--- src/core/sbsm_pkg.sv ---
// Shared constants and types for the sensor bus sync/Manchester transmitter
package sbsm_pkg;
	// Clock and derived timing counts
	localparam int CLK_NS = 20;
	localparam int FRAME_PERIOD_NS = 228000;
	localparam int FRAME_PERIOD_CYC = FRAME_PERIOD_NS / CLK_NS;
	localparam int SYNC_TICK_NS = 1000;
	localparam int SYNC_TICK_CYC = SYNC_TICK_NS / CLK_NS;
	localparam int BIT_TIME_NS = 8000;
	localparam int HALF_BIT_CYC = BIT_TIME_NS / 2 / CLK_NS;
	localparam int DISCH_NS = 20000;
	localparam int DISCH_CYC = DISCH_NS / CLK_NS;
	localparam int CNT_W = 14;

	// Frame and validator layout
	localparam int DATA_BITS = 10;
	localparam int START_BITS = 2;
	localparam logic [2:0] SYNC_VALID_CNT = 3'h7;

	// Register map (byte addresses)
	localparam int ADDR_W = 4;
	localparam logic [3:0] REG_CTRL_ADDR = 4'h0;
	localparam logic [3:0] REG_STAT_ADDR = 4'h4;
	localparam logic [3:0] REG_DATA_ADDR = 4'h8;
	localparam int CTRL_PHASE_BIT = 0;
	localparam int CTRL_SYNC_BIT = 1;
	localparam int CTRL_DISCH_BIT = 2;
	localparam logic [2:0] CTRL_RESET = 3'h0;
	localparam int STAT_ERR_BIT = 0;
	localparam int STAT_RUN_BIT = 1;
	localparam int STAT_BUSY_BIT = 2;
	localparam int STAT_DISCH_BIT = 3;
	localparam logic [1:0] RESP_OKAY = 2'h0;
	localparam logic [1:0] RESP_SLVERR = 2'h2;

	// Device phase sequence
	typedef enum logic [2:0] {
		ST_INIT_CONV = 3'b001,
		ST_INIT_WAIT = 3'b010,
		ST_RUN = 3'b100
	} sbsm_phase_t;
endpackage

--- src/core/sbsm_manch_enc.sv ---
// Manchester frame encoder with start bits and trailing idle bit
`timescale 1ns/10ps
module sbsm_manch_enc #(
	parameter int DATA_W = sbsm_pkg::DATA_BITS,
	parameter int HALF_CYC = sbsm_pkg::HALF_BIT_CYC
) (
	input wire logic aclk, // Clock
	input wire logic rstn, // Synchronous reset, active low
	input wire logic start, // Start a frame
	input wire logic phase, // Manchester phase select
	input wire logic [DATA_W-1:0] data, // Frame payload
	output logic line, // Modulation level
	output logic busy, // Frame or idle bit in progress
	output logic done // Pulse after the idle bit
);
	import sbsm_pkg::*;

	localparam int TOT = DATA_W + START_BITS;

	typedef struct packed {
		logic [TOT-1:0] sh;
		logic [4:0] bitn;
		logic [8:0] cnt;
		logic half;
		logic idle;
		logic line;
		logic busy;
		logic done;
	} sbsm_enc_t;

	sbsm_enc_t s_r, s_nxt;

	// First half level; second half is its inverse so the edge lands mid-bit
	function automatic logic first_half(input logic b, input logic ph);
		first_half = ~(b ^ ph);
	endfunction

	always_comb begin
		s_nxt = s_r;
		s_nxt.done = 1'b0;
		if (!s_r.busy) begin
			if (start) begin
				s_nxt.sh = {~phase, 1'b0, data};
				s_nxt.bitn = 5'(TOT);
				s_nxt.cnt = 9'(HALF_CYC - 1);
				s_nxt.half = 1'b0;
				s_nxt.idle = 1'b0;
				s_nxt.busy = 1'b1;
				s_nxt.line = first_half(~phase, phase);
			end
		end else if (s_r.cnt != 9'h0) begin
			s_nxt.cnt = s_r.cnt - 9'h1;
		end else begin
			s_nxt.cnt = 9'(HALF_CYC - 1);
			if (!s_r.half) begin
				s_nxt.half = 1'b1;
				s_nxt.line = s_r.idle ? 1'b0 : ~s_r.line;
			end else if (s_r.idle) begin
				s_nxt.busy = 1'b0;
				s_nxt.idle = 1'b0;
				s_nxt.done = 1'b1;
			end else begin
				s_nxt.half = 1'b0;
				s_nxt.sh = {s_r.sh[TOT-2:0], 1'b0};
				s_nxt.bitn = s_r.bitn - 5'h1;
				if (s_r.bitn == 5'h1) begin
					s_nxt.idle = 1'b1;
					s_nxt.line = 1'b0;
				end else begin
					s_nxt.line = first_half(s_r.sh[TOT-2], phase);
				end
			end
		end
	end

	always_ff @(posedge aclk) begin
		if (!rstn) begin
			s_r <= '0;
		end else begin
			s_r <= s_nxt;
		end
	end

	assign line = s_r.line;
	assign busy = s_r.busy;
	assign done = s_r.done;
endmodule

--- src/core/sbsm_sync_val.sv ---
// Sync pulse validator: up-down integrating counter stepped every microsecond
`timescale 1ns/10ps
module sbsm_sync_val #(
	parameter int TICK_CYC = sbsm_pkg::SYNC_TICK_CYC
) (
	input wire logic aclk, // Clock
	input wire logic rstn, // Synchronous reset, active low
	input wire logic en, // Validator enabled
	input wire logic rearm, // End of idle bit after a frame
	input wire logic above, // Bus above upper threshold, synchronised
	input wire logic below, // Bus below lower threshold, synchronised
	output logic valid // One-cycle valid pulse
);
	import sbsm_pkg::*;

	typedef struct packed {
		logic [5:0] tick;
		logic [2:0] cnt;
		logic blank;
		logic valid;
	} sbsm_val_t;

	sbsm_val_t s_r, s_nxt;
	logic tick_now;

	// Tick, counting and blanking
	always_comb begin
		s_nxt = s_r;
		s_nxt.valid = 1'b0;
		tick_now = (s_r.tick == 6'(TICK_CYC - 1));
		s_nxt.tick = tick_now ? 6'h0 : s_r.tick + 6'h1;
		if (!en) begin
			s_nxt.cnt = 3'h0;
			s_nxt.blank = 1'b0;
		end else if (s_r.blank) begin
			if (rearm) begin
				s_nxt.blank = 1'b0;
			end
		end else if (tick_now) begin
			if (s_r.cnt == SYNC_VALID_CNT) begin
				s_nxt.valid = 1'b1;
				s_nxt.blank = 1'b1;
				s_nxt.cnt = 3'h0;
			end else if (above) begin
				s_nxt.cnt = s_r.cnt + 3'h1;
			end else if (below && s_r.cnt != 3'h0) begin
				s_nxt.cnt = s_r.cnt - 3'h1;
			end
			// Between thresholds the count holds; residue persists
		end
	end

	always_ff @(posedge aclk) begin
		if (!rstn) begin
			s_r <= '0;
		end else begin
			s_r <= s_nxt;
		end
	end

	assign valid = s_r.valid;
endmodule

--- src/core/sbsm_tx.sv ---
// Top: register slave, sync/async scheduling, error latch and discharge control
//
// Design decisions made here: the AXI4-Lite interface to the registers and the register addresses.
`timescale 1ns/10ps

// Functional notes
// - Phase bit 0 codes 0 falling, 1 rising; phase bit 1 inverts both.
// - Frames open with start bits 1,0 (default phase) or 0,0 (inverted).
// - Regulator or bus undervoltage report puts the device into reset.
// - Overvoltage report from the regulator monitor sets an internal error.
// - Async mode sends one data frame every 228 us after initialisation.
// - Sync mode starts one conversion per valid pulse, never continuously.
// - Conversion result is held until the next conversion completes.
// - A conversion completes before run-time phase 5 is entered.
// - After an internal error every frame carries the error code.
// - Sync-enable bit: 0 free-running schedule, 1 waits for sync pulses.
// - With sync enabled, one message follows each valid sync pulse.
// - Validator counter steps each 1 us: up above upper, down below lower.
// - Validator counter never goes below zero.
// - Pulse is valid on the counter clock after reaching seven.
// - Counter is blanked after a valid pulse; conversion start follows.
// - Detector re-arms after the idle bit following the last data bit.
// - Residual counts from a short pulse persist into the next pulse.
// - Discharge bit defaults off and acts only while sync is enabled.
// - With discharge active, pull-down current rises on each valid pulse.
// - In sync mode nothing is sent before a valid sync pulse.
module sbsm_tx #(
	parameter int FRAME_CYC = sbsm_pkg::FRAME_PERIOD_CYC,
	parameter logic [sbsm_pkg::DATA_BITS-1:0] ERR_CODE = 10'h3ff
) (
	input wire logic aclk, // Clock, 50 MHz
	input wire logic aresetn, // Synchronous reset, active low
	input wire logic [sbsm_pkg::ADDR_W-1:0] s_axi_awaddr, // Write address
	input wire logic s_axi_awvalid, // Write address valid
	output logic s_axi_awready, // Write address ready
	input wire logic [31:0] s_axi_wdata, // Write data
	input wire logic [3:0] s_axi_wstrb, // Write strobes
	input wire logic s_axi_wvalid, // Write data valid
	output logic s_axi_wready, // Write data ready
	output logic [1:0] s_axi_bresp, // Write response
	output logic s_axi_bvalid, // Write response valid
	input wire logic s_axi_bready, // Write response ready
	input wire logic [sbsm_pkg::ADDR_W-1:0] s_axi_araddr, // Read address
	input wire logic s_axi_arvalid, // Read address valid
	output logic s_axi_arready, // Read address ready
	output logic [31:0] s_axi_rdata, // Read data
	output logic [1:0] s_axi_rresp, // Read response
	output logic s_axi_rvalid, // Read data valid
	input wire logic s_axi_rready, // Read data ready
	input wire logic bus_above_upper, // Bus above sync upper threshold, pin
	input wire logic bus_below_lower, // Bus below sync lower threshold, pin
	input wire logic regulator_undervolt, // Regulator or bus below reset threshold, pin
	input wire logic regulator_overvolt, // Regulator overvoltage, pin
	output logic adc_start, // Conversion start pulse
	input wire logic adc_done, // Conversion complete pulse
	input wire logic [sbsm_pkg::DATA_BITS-1:0] adc_data, // Conversion result
	output logic line_mod, // Current modulation level
	output logic discharge_pull_current // Bus discharge pull-down enable
);
	import sbsm_pkg::*;

	typedef struct packed {
		logic aw_got;
		logic [ADDR_W-1:0] awaddr;
		logic w_got;
		logic [31:0] wdata;
		logic wstrb0;
		logic bvalid;
		logic [1:0] bresp;
		logic rvalid;
		logic [31:0] rdata;
		logic [1:0] rresp;
	} sbsm_axi_t;

	typedef struct packed {
		logic [3:0] syn1;
		logic [3:0] syn2;
		sbsm_axi_t ax;
		sbsm_phase_t state;
		logic [2:0] ctrl;
		logic err;
		logic [DATA_BITS-1:0] held;
		logic [CNT_W-1:0] cnt;
		logic disch;
		logic adc_go;
		logic enc_go;
		logic [DATA_BITS-1:0] word;
	} sbsm_top_t;

	sbsm_top_t s_r, s_nxt;
	logic uv, ov, above_s, below_s, rst_int_n;
	logic phase_sel, sync_en, disch_en;
	logic sync_valid, enc_busy, enc_done, trigger;

	// Address decode shared by read and write paths
	function automatic logic reg_hit(input logic [ADDR_W-1:0] a);
		reg_hit = (a == REG_CTRL_ADDR) || (a == REG_STAT_ADDR) || (a == REG_DATA_ADDR);
	endfunction

	// Decoded views of the synchronised pins and control bits
	assign above_s = s_r.syn2[3];
	assign below_s = s_r.syn2[2];
	assign uv = s_r.syn2[1];
	assign ov = s_r.syn2[0];
	assign rst_int_n = aresetn && !uv;
	assign phase_sel = s_r.ctrl[CTRL_PHASE_BIT];
	assign sync_en = s_r.ctrl[CTRL_SYNC_BIT];
	assign disch_en = s_r.ctrl[CTRL_DISCH_BIT];
	assign trigger = sync_en ? sync_valid : (s_r.cnt == '0);

	sbsm_sync_val #(
		.TICK_CYC(SYNC_TICK_CYC)
	) u_val (
		.aclk(aclk),
		.rstn(rst_int_n),
		.en(sync_en && s_r.state == ST_RUN),
		.rearm(enc_done),
		.above(above_s),
		.below(below_s),
		.valid(sync_valid)
	);

	sbsm_manch_enc #(
		.DATA_W(DATA_BITS),
		.HALF_CYC(HALF_BIT_CYC)
	) u_enc (
		.aclk(aclk),
		.rstn(rst_int_n),
		.start(s_r.enc_go),
		.phase(phase_sel),
		.data(s_r.word),
		.line(line_mod),
		.busy(enc_busy),
		.done(enc_done)
	);

	always_comb begin
		s_nxt = s_r;
		s_nxt.adc_go = 1'b0;
		s_nxt.enc_go = 1'b0;
		// Two-flop pin synchronisers
		s_nxt.syn1 = {bus_above_upper, bus_below_lower, regulator_undervolt, regulator_overvolt};
		s_nxt.syn2 = s_r.syn1;

		// Register bus: capture address and data in either order
		if (s_axi_awvalid && s_axi_awready) begin
			s_nxt.ax.aw_got = 1'b1;
			s_nxt.ax.awaddr = s_axi_awaddr;
		end
		if (s_axi_wvalid && s_axi_wready) begin
			s_nxt.ax.w_got = 1'b1;
			s_nxt.ax.wdata = s_axi_wdata;
			s_nxt.ax.wstrb0 = s_axi_wstrb[0];
		end
		if (s_r.ax.aw_got && s_r.ax.w_got) begin
			s_nxt.ax.aw_got = 1'b0;
			s_nxt.ax.w_got = 1'b0;
			s_nxt.ax.bvalid = 1'b1;
			s_nxt.ax.bresp = reg_hit(s_r.ax.awaddr) ? RESP_OKAY : RESP_SLVERR;
			if (s_r.ax.awaddr == REG_CTRL_ADDR && s_r.ax.wstrb0) begin
				s_nxt.ctrl = s_r.ax.wdata[2:0];
			end
		end
		if (s_r.ax.bvalid && s_axi_bready) begin
			s_nxt.ax.bvalid = 1'b0;
		end
		if (s_axi_arvalid && s_axi_arready) begin
			s_nxt.ax.rvalid = 1'b1;
			s_nxt.ax.rresp = reg_hit(s_axi_araddr) ? RESP_OKAY : RESP_SLVERR;
			case (s_axi_araddr)
				REG_CTRL_ADDR: s_nxt.ax.rdata = {29'h0, s_r.ctrl};
				REG_STAT_ADDR: s_nxt.ax.rdata = {28'h0, s_r.disch, enc_busy,
					s_r.state == ST_RUN, s_r.err};
				REG_DATA_ADDR: s_nxt.ax.rdata = {22'h0, s_r.held};
				default: s_nxt.ax.rdata = 32'h0;
			endcase
		end else if (s_r.ax.rvalid && s_axi_rready) begin
			s_nxt.ax.rvalid = 1'b0;
		end

		// Internal error is sticky until a reset
		if (ov) begin
			s_nxt.err = 1'b1;
		end

		// Each finished conversion replaces the held result
		if (adc_done) begin
			s_nxt.held = adc_data;
		end

		// Phase sequence and frame scheduling
		case (s_r.state)
			ST_INIT_CONV: begin
				s_nxt.adc_go = 1'b1;
				s_nxt.state = ST_INIT_WAIT;
			end
			ST_INIT_WAIT: begin
				if (adc_done) begin
					s_nxt.state = ST_RUN;
					s_nxt.cnt = CNT_W'(FRAME_CYC - 1);
				end
			end
			ST_RUN: begin
				if (!sync_en) begin
					s_nxt.cnt = (s_r.cnt == '0) ? CNT_W'(FRAME_CYC - 1) : s_r.cnt - CNT_W'(1);
					s_nxt.disch = 1'b0;
				end else if (s_r.cnt != '0) begin
					s_nxt.cnt = s_r.cnt - CNT_W'(1);
				end else begin
					s_nxt.disch = 1'b0;
				end
				if (trigger && !enc_busy) begin
					s_nxt.adc_go = 1'b1;
					s_nxt.enc_go = 1'b1;
					s_nxt.word = (s_r.err || ov) ? ERR_CODE : s_r.held;
				end
				if (sync_en && sync_valid && disch_en) begin
					s_nxt.disch = 1'b1;
					s_nxt.cnt = CNT_W'(DISCH_CYC - 1);
				end
			end
			default: s_nxt.state = ST_INIT_CONV;
		endcase

		// Undervolt: everything but pin and bus handshake state restarts
		if (uv) begin
			s_nxt.state = ST_INIT_CONV;
			s_nxt.ctrl = CTRL_RESET;
			s_nxt.err = 1'b0;
			s_nxt.held = '0;
			s_nxt.cnt = '0;
			s_nxt.disch = 1'b0;
			s_nxt.adc_go = 1'b0;
			s_nxt.enc_go = 1'b0;
			s_nxt.word = '0;
		end
	end

	always_ff @(posedge aclk) begin
		if (!aresetn) begin
			s_r <= '0;
			s_r.state <= ST_INIT_CONV;
			s_r.ctrl <= CTRL_RESET;
		end else begin
			s_r <= s_nxt;
		end
	end

	// Outputs
	assign s_axi_awready = !s_r.ax.aw_got && !s_r.ax.bvalid;
	assign s_axi_wready = !s_r.ax.w_got && !s_r.ax.bvalid;
	assign s_axi_bvalid = s_r.ax.bvalid;
	assign s_axi_bresp = s_r.ax.bresp;
	assign s_axi_arready = !s_r.ax.rvalid;
	assign s_axi_rvalid = s_r.ax.rvalid;
	assign s_axi_rdata = s_r.ax.rdata;
	assign s_axi_rresp = s_r.ax.rresp;
	assign adc_start = s_r.adc_go;
	assign discharge_pull_current = s_r.disch;
endmodule

--- config.mk ---
export PLATFORM = sky130hd
export DESIGN_NAME = sbsm_tx
export DESIGN_NICKNAME = d
export VERILOG_FILES = /design/src/core/sbsm_pkg.sv /design/src/core/sbsm_manch_enc.sv /design/src/core/sbsm_sync_val.sv /design/src/core/sbsm_tx.sv
export SDC_FILE = /design/constraint.sdc
export NUM_CORES = 1
export LEC_CHECK = 0
export BUFFER_PORTS_ARGS = -buffer_cell sky130_fd_sc_hd__buf_2
export CORE_MARGIN = 2
export CORE_UTILIZATION = 59
export DETAILED_ROUTE_END_ITERATION = 16
export PLACE_DENSITY = 0.85
export SYNTH_ARGS = -nofsm -noshare
export SYNTH_HDL_FRONTEND = slang
export SYNTH_SLANG_ARGS = --single-unit
--- constraint.sdc ---
create_clock -name aclk -period 4.1 [get_ports aclk]
set_clock_uncertainty 0.1 [all_clocks]
set_input_delay 0.82 -clock aclk [delete_from_list [all_inputs] [get_ports aclk]]
set_output_delay 0.82 -clock aclk [all_outputs]
set_load 0.005 [all_outputs]
-- After elaboration in Yosys (flattened, before gate mapping)
Index checks and enable logic that the tools add are counted.
- word-level logic and storage cells: 167
- input port bits: 66
- output and inout bits: 44
- register bits after elaboration: 141
- add/sub/neg operators: 6
- reduce and logical (&&, ||, !) cells: 54
- muxes and demuxes: 43
- eq/ne operators: 17
- bitwise logic cells: 14
- operators with widths (kind ; count):
    29-bit 2-to-1 mux ; 2
    16-bit 2-to-1 mux ; 3
    14-bit 2-to-1 mux ; 3
    15-bit 2-to-1 mux ; 2
    10-bit case mux with 3 select lines ; 1
    14-bit case mux with 2 select lines ; 1
    1-bit logical AND ; 15
    1-bit 2-to-1 mux ; 15
    14-bit logical NOT ; 1
    14-bit nonzero test ; 1
    14-bit by 1-bit subtractor with 14-bit output, second input constant ; 1
    12-bit 2-to-1 mux ; 1
    2-bit 2-to-1 mux ; 6
    3-bit 2-to-1 mux ; 4
    1-bit inverter ; 12
    2-bit AND reduction ; 6
    3-bit AND reduction ; 4
    10-bit 2-to-1 mux ; 1
    9-bit 2-to-1 mux ; 1
    3-bit case mux with 3 select lines ; 1
    9-bit nonzero test ; 1
    9-bit by 1-bit subtractor with 9-bit output, second input constant ; 1
    4-bit by 3-bit equality test with 1-bit output, second input constant ; 2
    4-bit equality test, second input constant ; 2
    26 further kinds ; 47

-- Logic depth before layout (Yosys ltp)
Gate-level depths: netlist (run 1).
- depth in word-level cells: 7
- gate-level depth with buffers: 8

-- By module
From an unflattened synthesis (run 1), not the netlist that was laid out.
- cells, all modules: 613
- area, all modules: 5531.6 sq um
- by module, submodules not included (module ; instances ; seq. area each (sq um) ; area an instance (sq um) ; cells each):
    sbsm_tx ; 1 ; 1521.5 ; 3563.4 ; 389
    sbsm_manch_enc ; 1 ; 600.6 ; 1435.1 ; 168
    sbsm_sync_val ; 1 ; 220.2 ; 533.0 ; 56

-- Worst setup path after synthesis (run 1)
No wires, ideal clock.
- kind: input -> register
- start: in s_axi_araddr[2] (netlist name)
- end: reg s_r (netlist bit s_axi_rdata[4])
- stages on the path: 5
- setup time: 0.067 ns
- data required time: 3.933 ns
- slack: 1.865 ns
- arrival time: 2.068 ns
- cells stage by stage: clkbuf_1 -> nor2b_1 -> nor4b_1 -> a22oi_1 -> nor2b_1
- longest elaborated chain between the ends: 2
- ends and longest elaborated chain (element ; line ; text):
    start: declaration ; sbsm_tx.sv:43 ; input wire logic [sbsm_pkg::ADDR_W-1:0] s_axi_araddr,
    4-bit equality test (tied with other cells) ; sbsm_tx.sv:170 ; case (s_axi_araddr)
    10-bit case mux with 3 select lines (*) ; sbsm_tx.sv:170 ;
    end signal: assignment ; sbsm_tx.sv:245 ; s_r <= s_nxt;
    end: declaration ; sbsm_tx.sv:90 ; sbsm_top_t s_r, s_nxt;
Mark *: on every way between the ends. The rest lies on a longest branch, timed or not.
A chain may end at the register's enable or synchronous reset.

-- Worst setup path in the final report (run 1)
- start: reg s_r[13] (netlist name)
- end: reg s_r[3] (netlist name)
- longest elaborated chain between the ends: 4
- ends and longest elaborated chain (element ; line ; text):
    14-bit logical NOT ; sbsm_tx.sv:109 ; assign trigger = sync_en ? sync_valid : (s_r.cnt == '0);
    1-bit 2-to-1 mux ; sbsm_tx.sv:109 ;
    1-bit logical AND ; sbsm_tx.sv:212 ; if (trigger && !enc_busy) begin
    2-bit AND reduction (no source line) ; - ;
Every way passes these cells.

==> results of run 1 <==
## metal layers
| metal | global-route usage (%) | vias up |
|---|---|---|
| li1 | - | 2188 |
| met1 | 30.5 | 2133 |
| met2 | 39.6 | 164 |
| met5 | 0 | - |
| met3 | 7.66 | 24 |
| met4 | 7.48 | 0 |
## cells in the mapped netlist (5+ instances only)
cell and count:
nor3_1 24, o21a_1 5, xor2_1 6, a211oi_1 23
ha_1 8, nor2b_1 23, a22oi_1 10, nor4_1 6
nor2_1 85, a311oi_1 6, nand2b_1 6, and2_1 16
dfxtp_1 117, o21ai_0 17, nand3_1 10, inv_1 17
xnor2_1 7, o2bb2ai_1 6, a31oi_1 6, a21oi_1 27
mux2i_1 27, clkbuf_1 22, nand2_1 28, and3_1 13
buf_4 37
## power groups by stage
stage | Combinational, uW | Sequential, uW | Clock [uW]
6_report | 209 | 1200 | 1510
5_1_grt | 231 | 1200 | 1590
4_1_cts | 206 | 1200 | 1520
3_5_place_dp | 201 | 1220 | 0
3_3_place_gp | 193 | 1220 | 0
2_1_floorplan | 171 | 1210 | 0
## registers in the layout (all words and copies together) (netlist names)
name	count
ov	1
u_enc.done	1
s_axi_bresp	1
u_enc.line	1
discharge_pull_current	1
u_enc.s_r	27
phase_sel	1
adc_start	1
u_val.s_r	10
s_r	51
u_enc.busy	1
u_val.valid	1
s_axi_rresp	1
s_axi_rvalid	1
above_s	1
s_axi_bvalid	1
disch_en	1
s_axi_rdata	10
below_s	1
s_nxt	4
## per-stage QoR
| stage | instance area (um2) | hold slack [ps] | total power (uW) | util, % |
|---|---|---|---|---|
| after floorplan | 5570 | 312 | 1380 | - |
| after global placement | 5580 | 316 | 1410 | 61.0 |
| after detailed placement | 5580 | 325 | 1420 | 61.0 |
| after CTS | 6190 | 340 | 2930 | 67.7 |
| after global routing | 6190 | 355 | 3020 | 67.7 |
| final | 6190 | 333 | 2910 | 67.7 |
## kinds of logic after synthesis
kind of cell | count (synthesis) | synth area share [%]
mux | 28 | 5.13
buf+inv | 83 | 8.69
xor+xnor | 13 | 2.07
other cells | 1 | 0.0683
simple gates | 240 | 22.9
compound gates | 126 | 16.3
flops | 117 | 42.7
fa+ha+maj | 9 | 2.19
## final timing paths
kind,from,slack [ps],end,cells past startpoint
max reg2reg,s_r[13],1160,s_r[3],7
max,s_r[13],1160,s_r[3],7
min,s_nxt[124],330,above_s,1
min reg2reg,s_nxt[124],330,above_s,1
## area by class of cell
cell class | instances | area share (%)
Multi-Input combinational cell | 440 | 44.5
Sequential cell | 117 | 37.8
Clock buffer | 19 | 7.13
Timing Repair Buffer | 55 | 4.52
Clock inverter | 13 | 2.75
Tap cell | 111 | 2.24
Inverter | 17 | 1.03
==> flow_summary.toml, run 1 <==
[finish]
final_common_cell = "dfxtp_1"
fin_cells = 772
seq_area_um2 = 2340
antenna_cells = 0
drive_gt1_share_pct = 16.0
nets = 723
final_cell_mix = "dfxtp_1 (117), nor2_1 (85), buf_2 (53)"
area_growth_pct = 12.9
num-fill-cells = 688
multi_input_area_um2 = 2760

[routing]
drc = 0
postRouteAntennaNets = 0
wl_met2_mm = 5.72
wl_per_cell_um = 15.3
m1WireLength_mm = 5.24
vias = 4509
routed.top_layer = "met4"
drtPass1Iterations = 6
vias_per_cell = 5.84
met3_wirelength_um = 701
wirelength_mm = 11.8
drtIter0Drc = 293

[logic_synthesis]
ys_ff_latch = 117
syn_area_per_cell_um2 = 8.89
postSynthCellCount = 617
synth_flop_cell = "dfxtp_1"
synth_async_sr_flop_share_pct = 0
synth_edf_count = 0
syn-cell-area_um2 = 5490
synth.distinct_cells = 71
ys_top_cells_by_area = "dfxtp_1 (43%), nor2_1 (5.8%), buf_4 (5.1%), mux2i_1 (4.9%), a211oi_1 (3.1%)"
yosysSeqAreaShare_pct = 42.7
synth_top_area_share_pct = 42.7
ys_warn_count = 0
yosysTopAreaCell = "dfxtp_1"

[job]
max_cap_viol_count = 0

[power]
pwr_density_cell_nw_per_um2 = 470
p_clk_share_pct = 51.7
p_sw_uw = 695
power_frac_seq_pct = 41.1
p_int_uw = 2220
ir_drop_mv = 0.608
p_leak_uw = 0.00246
p_comb_share_pct = 7.2
swShare_pct = 23.9

[worst_setup_path]
crit_buf_inv = 1
path_cells = "inv_1 > ha_1 > nor4b_2 > nand4_2 > a211oi_2 > nor2_1 > a211oi_1"
cpMaxStageDelayCell = "a211oi_2"
worst_ep_required_time_ps = 4400
start_kind = "flip-flop"
worst-setup-path-type = "flip-flop to flip-flop"
crit_family = "compound AO/OA/AOI/OAI gates"
critPathMaxFanout = 22
critPathMaxStageDelay_ps = 1080
endpoint_kind = "flip-flop"
arrival_ps = 3240

[grt]
grt_use_total_pct = 24.2
grt_pass1_wl_mm = 19.7
grt_overflow_total = 0
antenna_found_initial = 0
grt_max_degree = 62
grt_pass1_vias = 4221

[sta]
tightest_slew_ps = 1230
rsz0062_at_grt = "no"
slew_violations = 0
finalSetupViolCount = 0
max_freq_ghz = 0.340
worst_slack_ps = 1160
fin_setup_tns_ps = 0
period_needed_ps = 2940
hold_violations = 0
post-route-period-util_pct = 71.7
slew_headroom_pct = 17.7

[clock_network]
cts_made_buffers = 17
clk_latency_ps = 510
cts.clk_slew.worst_paths_ps = 60
ctsHtreeMaxLevel = 4
cts_tree = "yes"
hold_buffers = 0
clockRootBuffer = "clkbuf_8"
clock-sinks = 117
post_cts_resize_count = 0
postCtsSetupRepairBufs = 0
ctsLongestPathBuffers = 2

[floorplan]
coreArea_um2 = 9150
io_pins = 110
die_x_um = 100
initial_utilization_pct = 60.0
dieArea_um2 = 10100
rows = 35
die_y_um = 100

[placement]
dp_worst_setup_slack_ps = 1260
gp_congestion = 0.930
hpwl_mm = 7.87
io_buffer_count = 53
placed_cells = 740

[outcome]
status = "finished clean"

[hold_path]
min_path_type = "flip-flop to flip-flop"
Power figures use the tool's default switching activity.
==> inputs of run 2 (changes only) <==
--- a/config.mk
+++ b/config.mk
@@ -7,9 +7,9 @@
 export LEC_CHECK = 0
 export BUFFER_PORTS_ARGS = -buffer_cell sky130_fd_sc_hd__buf_2
 export CORE_MARGIN = 2
-export CORE_UTILIZATION = 59
+export CORE_UTILIZATION = 50
 export DETAILED_ROUTE_END_ITERATION = 16
-export PLACE_DENSITY = 0.85
+export PLACE_DENSITY = 0.76
 export SYNTH_ARGS = -nofsm -noshare
 export SYNTH_HDL_FRONTEND = slang
 export SYNTH_SLANG_ARGS = --single-unit
==> constraint.sdc (replaced) <==
create_clock -name aclk -period 2.7 [get_ports aclk]
set_clock_uncertainty 0.1 [all_clocks]
set_input_delay 0.54 -clock aclk [delete_from_list [all_inputs] [get_ports aclk]]
set_output_delay 0.54 -clock aclk [all_outputs]
set_load 0.005 [all_outputs]
==> run 2 against run 1 <==
Final area increased by 1.1%; non-clock buffer count increased by 8; combinational power increased by 52%; clock power increased by 45%; die area increased by 17%; hold slack got worse by 210 ps; highest routed layer unchanged; sequential share of layout area decreased by 0.42 points; critical path type unchanged.
==> flow_summary.toml, run 2 (synthesis results as in run 1) <==
[outcome]
status = "finished clean"

[finish]
seq_area_um2 = 2340
num-fill-cells = 930
area_growth_pct = 14.1
drive_gt1_share_pct = 17.0
nets = 731
final_cell_mix = "dfxtp_1 (117), nor2_1 (85), buf_2 (53)"
largest_register = "s_r"
multi_input_area_um2 = 2760
largest_register_ffs = 51
fin_cells = 809
final_common_cell = "dfxtp_1"
antenna_cells = 0
top_regs = "s_r (51), u_enc.s_r (27)"

[power]
pwr_density_cell_nw_per_um2 = 691
ir_drop_mv = 0.427
p_leak_uw = 0.00248

[hold_path]
hp-start = "regulator_overvolt"
min_path_type = "primary input to flip-flop"

[worst_setup_path]
arrival_ps = 2720
r2r-start = "s_r[13]"
critPathMaxFanout = 10
endpoint_kind = "flip-flop"
cpMaxStageDelayCell = "o21ai_2"
worst-setup-path-type = "flip-flop to flip-flop"
critPathMaxStageDelay_ps = 500
crit_path_start = "s_r[13]"
path_cells = "inv_1 > ha_1 > nor4b_2 > nand4_1 > o21ai_2 > a211oi_1 > a311o_1"
worst_ep_required_time_ps = 3010
rrSetupSlack_ps = 300
start_kind = "flip-flop"

[placement]
hpwl_mm = 7.96
gp_congestion = 0.914
placed_cells = 777
io_buffer_count = 53

[sta]
max_freq_ghz = 0.416
rsz0062_at_grt = "no"
finalSetupViolCount = 0
post-route-period-util_pct = 89.0
slew_violations = 0
slew_headroom_pct = 28.2
tightest_slew_ps = 1050
fin_setup_tns_ps = 0
period_needed_ps = 2400
hold_violations = 0

[clock_network]
hold_buffers = 0
clock-sinks = 117
clk_latency_ps = 530
postCtsSetupRepairBufs = 0
clockRootBuffer = "clkbuf_8"
ctsLongestPathBuffers = 2
cts_tree = "yes"
cts.clk_slew.worst_paths_ps = 60
ctsHtreeMaxLevel = 4
post_cts_resize_count = 0
cts_made_buffers = 17

[grt]
grt_overflow_total = 0
grt_use_total_pct = 20.9
grt_pass1_vias = 4260
use_met3_pct = 5.80
antenna_found_initial = 0
grt_pass1_wl_mm = 19.6
grt_util_met2_pct = 34.9
gr-usage-met1_pct = 25.9
grt_max_degree = 62
grt_busiest_layer = "met2"

[routing]
wl_per_cell_um = 14.4
vias_per_cell = 5.49
drtPass1Iterations = 5
drtIter0Drc = 231
drc = 0
wirelength_mm = 11.6
vias = 4445
postRouteAntennaNets = 0

[floorplan]
rows = 38
die_y_um = 109
die_x_um = 109
io_pins = 110
initial_utilization_pct = 50.8
coreArea_um2 = 10800
dieArea_um2 = 11800

[job]
max_cap_viol_count = 0
## run 2: changes by cell type in the layout (fill, tap and decap cells not counted), sizes merged
cell	before	now
bufinv	3	2
clkinv	4	3
clkbuf	19	17
clkinvlp	3	5
inv	20	22
buf	55	63
## run 2: worst paths after layout
kind	endpoint	cells past startpoint
min reg2reg	s_r[122]	1
min	s_nxt[121]	2
max	s_r[24]	7
max reg2reg	s_r[24]	7
## run 2: critical path, delay by kind of cell, from the launching register on
kind,cells,cell delay (ps)
compound gates,3,920
fa+ha+maj,1,140
simple gates,2,700
flops,1,340
buf+inv,1,90
## run 2: metrics by stage
stage / hold WS (ps) / utilization, % / total power, uW / setup WS (ps) / cell area [um2]
detailed placement: 320 / 52.6 / 2160 / 334 / 5680
global placement: 316 / 52.6 / 2150 / 403 / 5680
finish: 120 / 58.0 / 4330 / 296 / 6260
floorplan: 312 / - / 2100 / 598 / 5570
global route: 104 / 58.0 / 4480 / 131 / 6260
CTS: 97.6 / 58.0 / 4360 / 281 / 6260
## run 2: final cells by class
type                       count  area share [%]
multi-input combinational    440            44.0
sequential                   117            37.4
clock buffer                  17            6.61
timing repair buffer          63            5.43
tap                          140            2.80
clock inverter                15            2.72
inverter                      17            1.02
## run 2: where the power goes
part | leakage, uW | internal [uW] | switching, uW | total (uW)
Sequential | 0.000950 | 1780 | 41.6 | 1820
Clock | 0.000270 | 1330 | 860 | 2190
Combinational | 0.00126 | 131 | 186 | 318
Total | 0.00248 | 3240 | 1090 | 4330
## run 2: per-layer routing
| layer | share of wire [%] | up-vias |
|---|---|---|
| met5 | 0 | - |
| met4 | 1.1 | 0 |
| li1 | - | 2214 |
| met2 | 48 | 134 |
| met1 | 46 | 2083 |
| met3 | 4.9 | 14 |
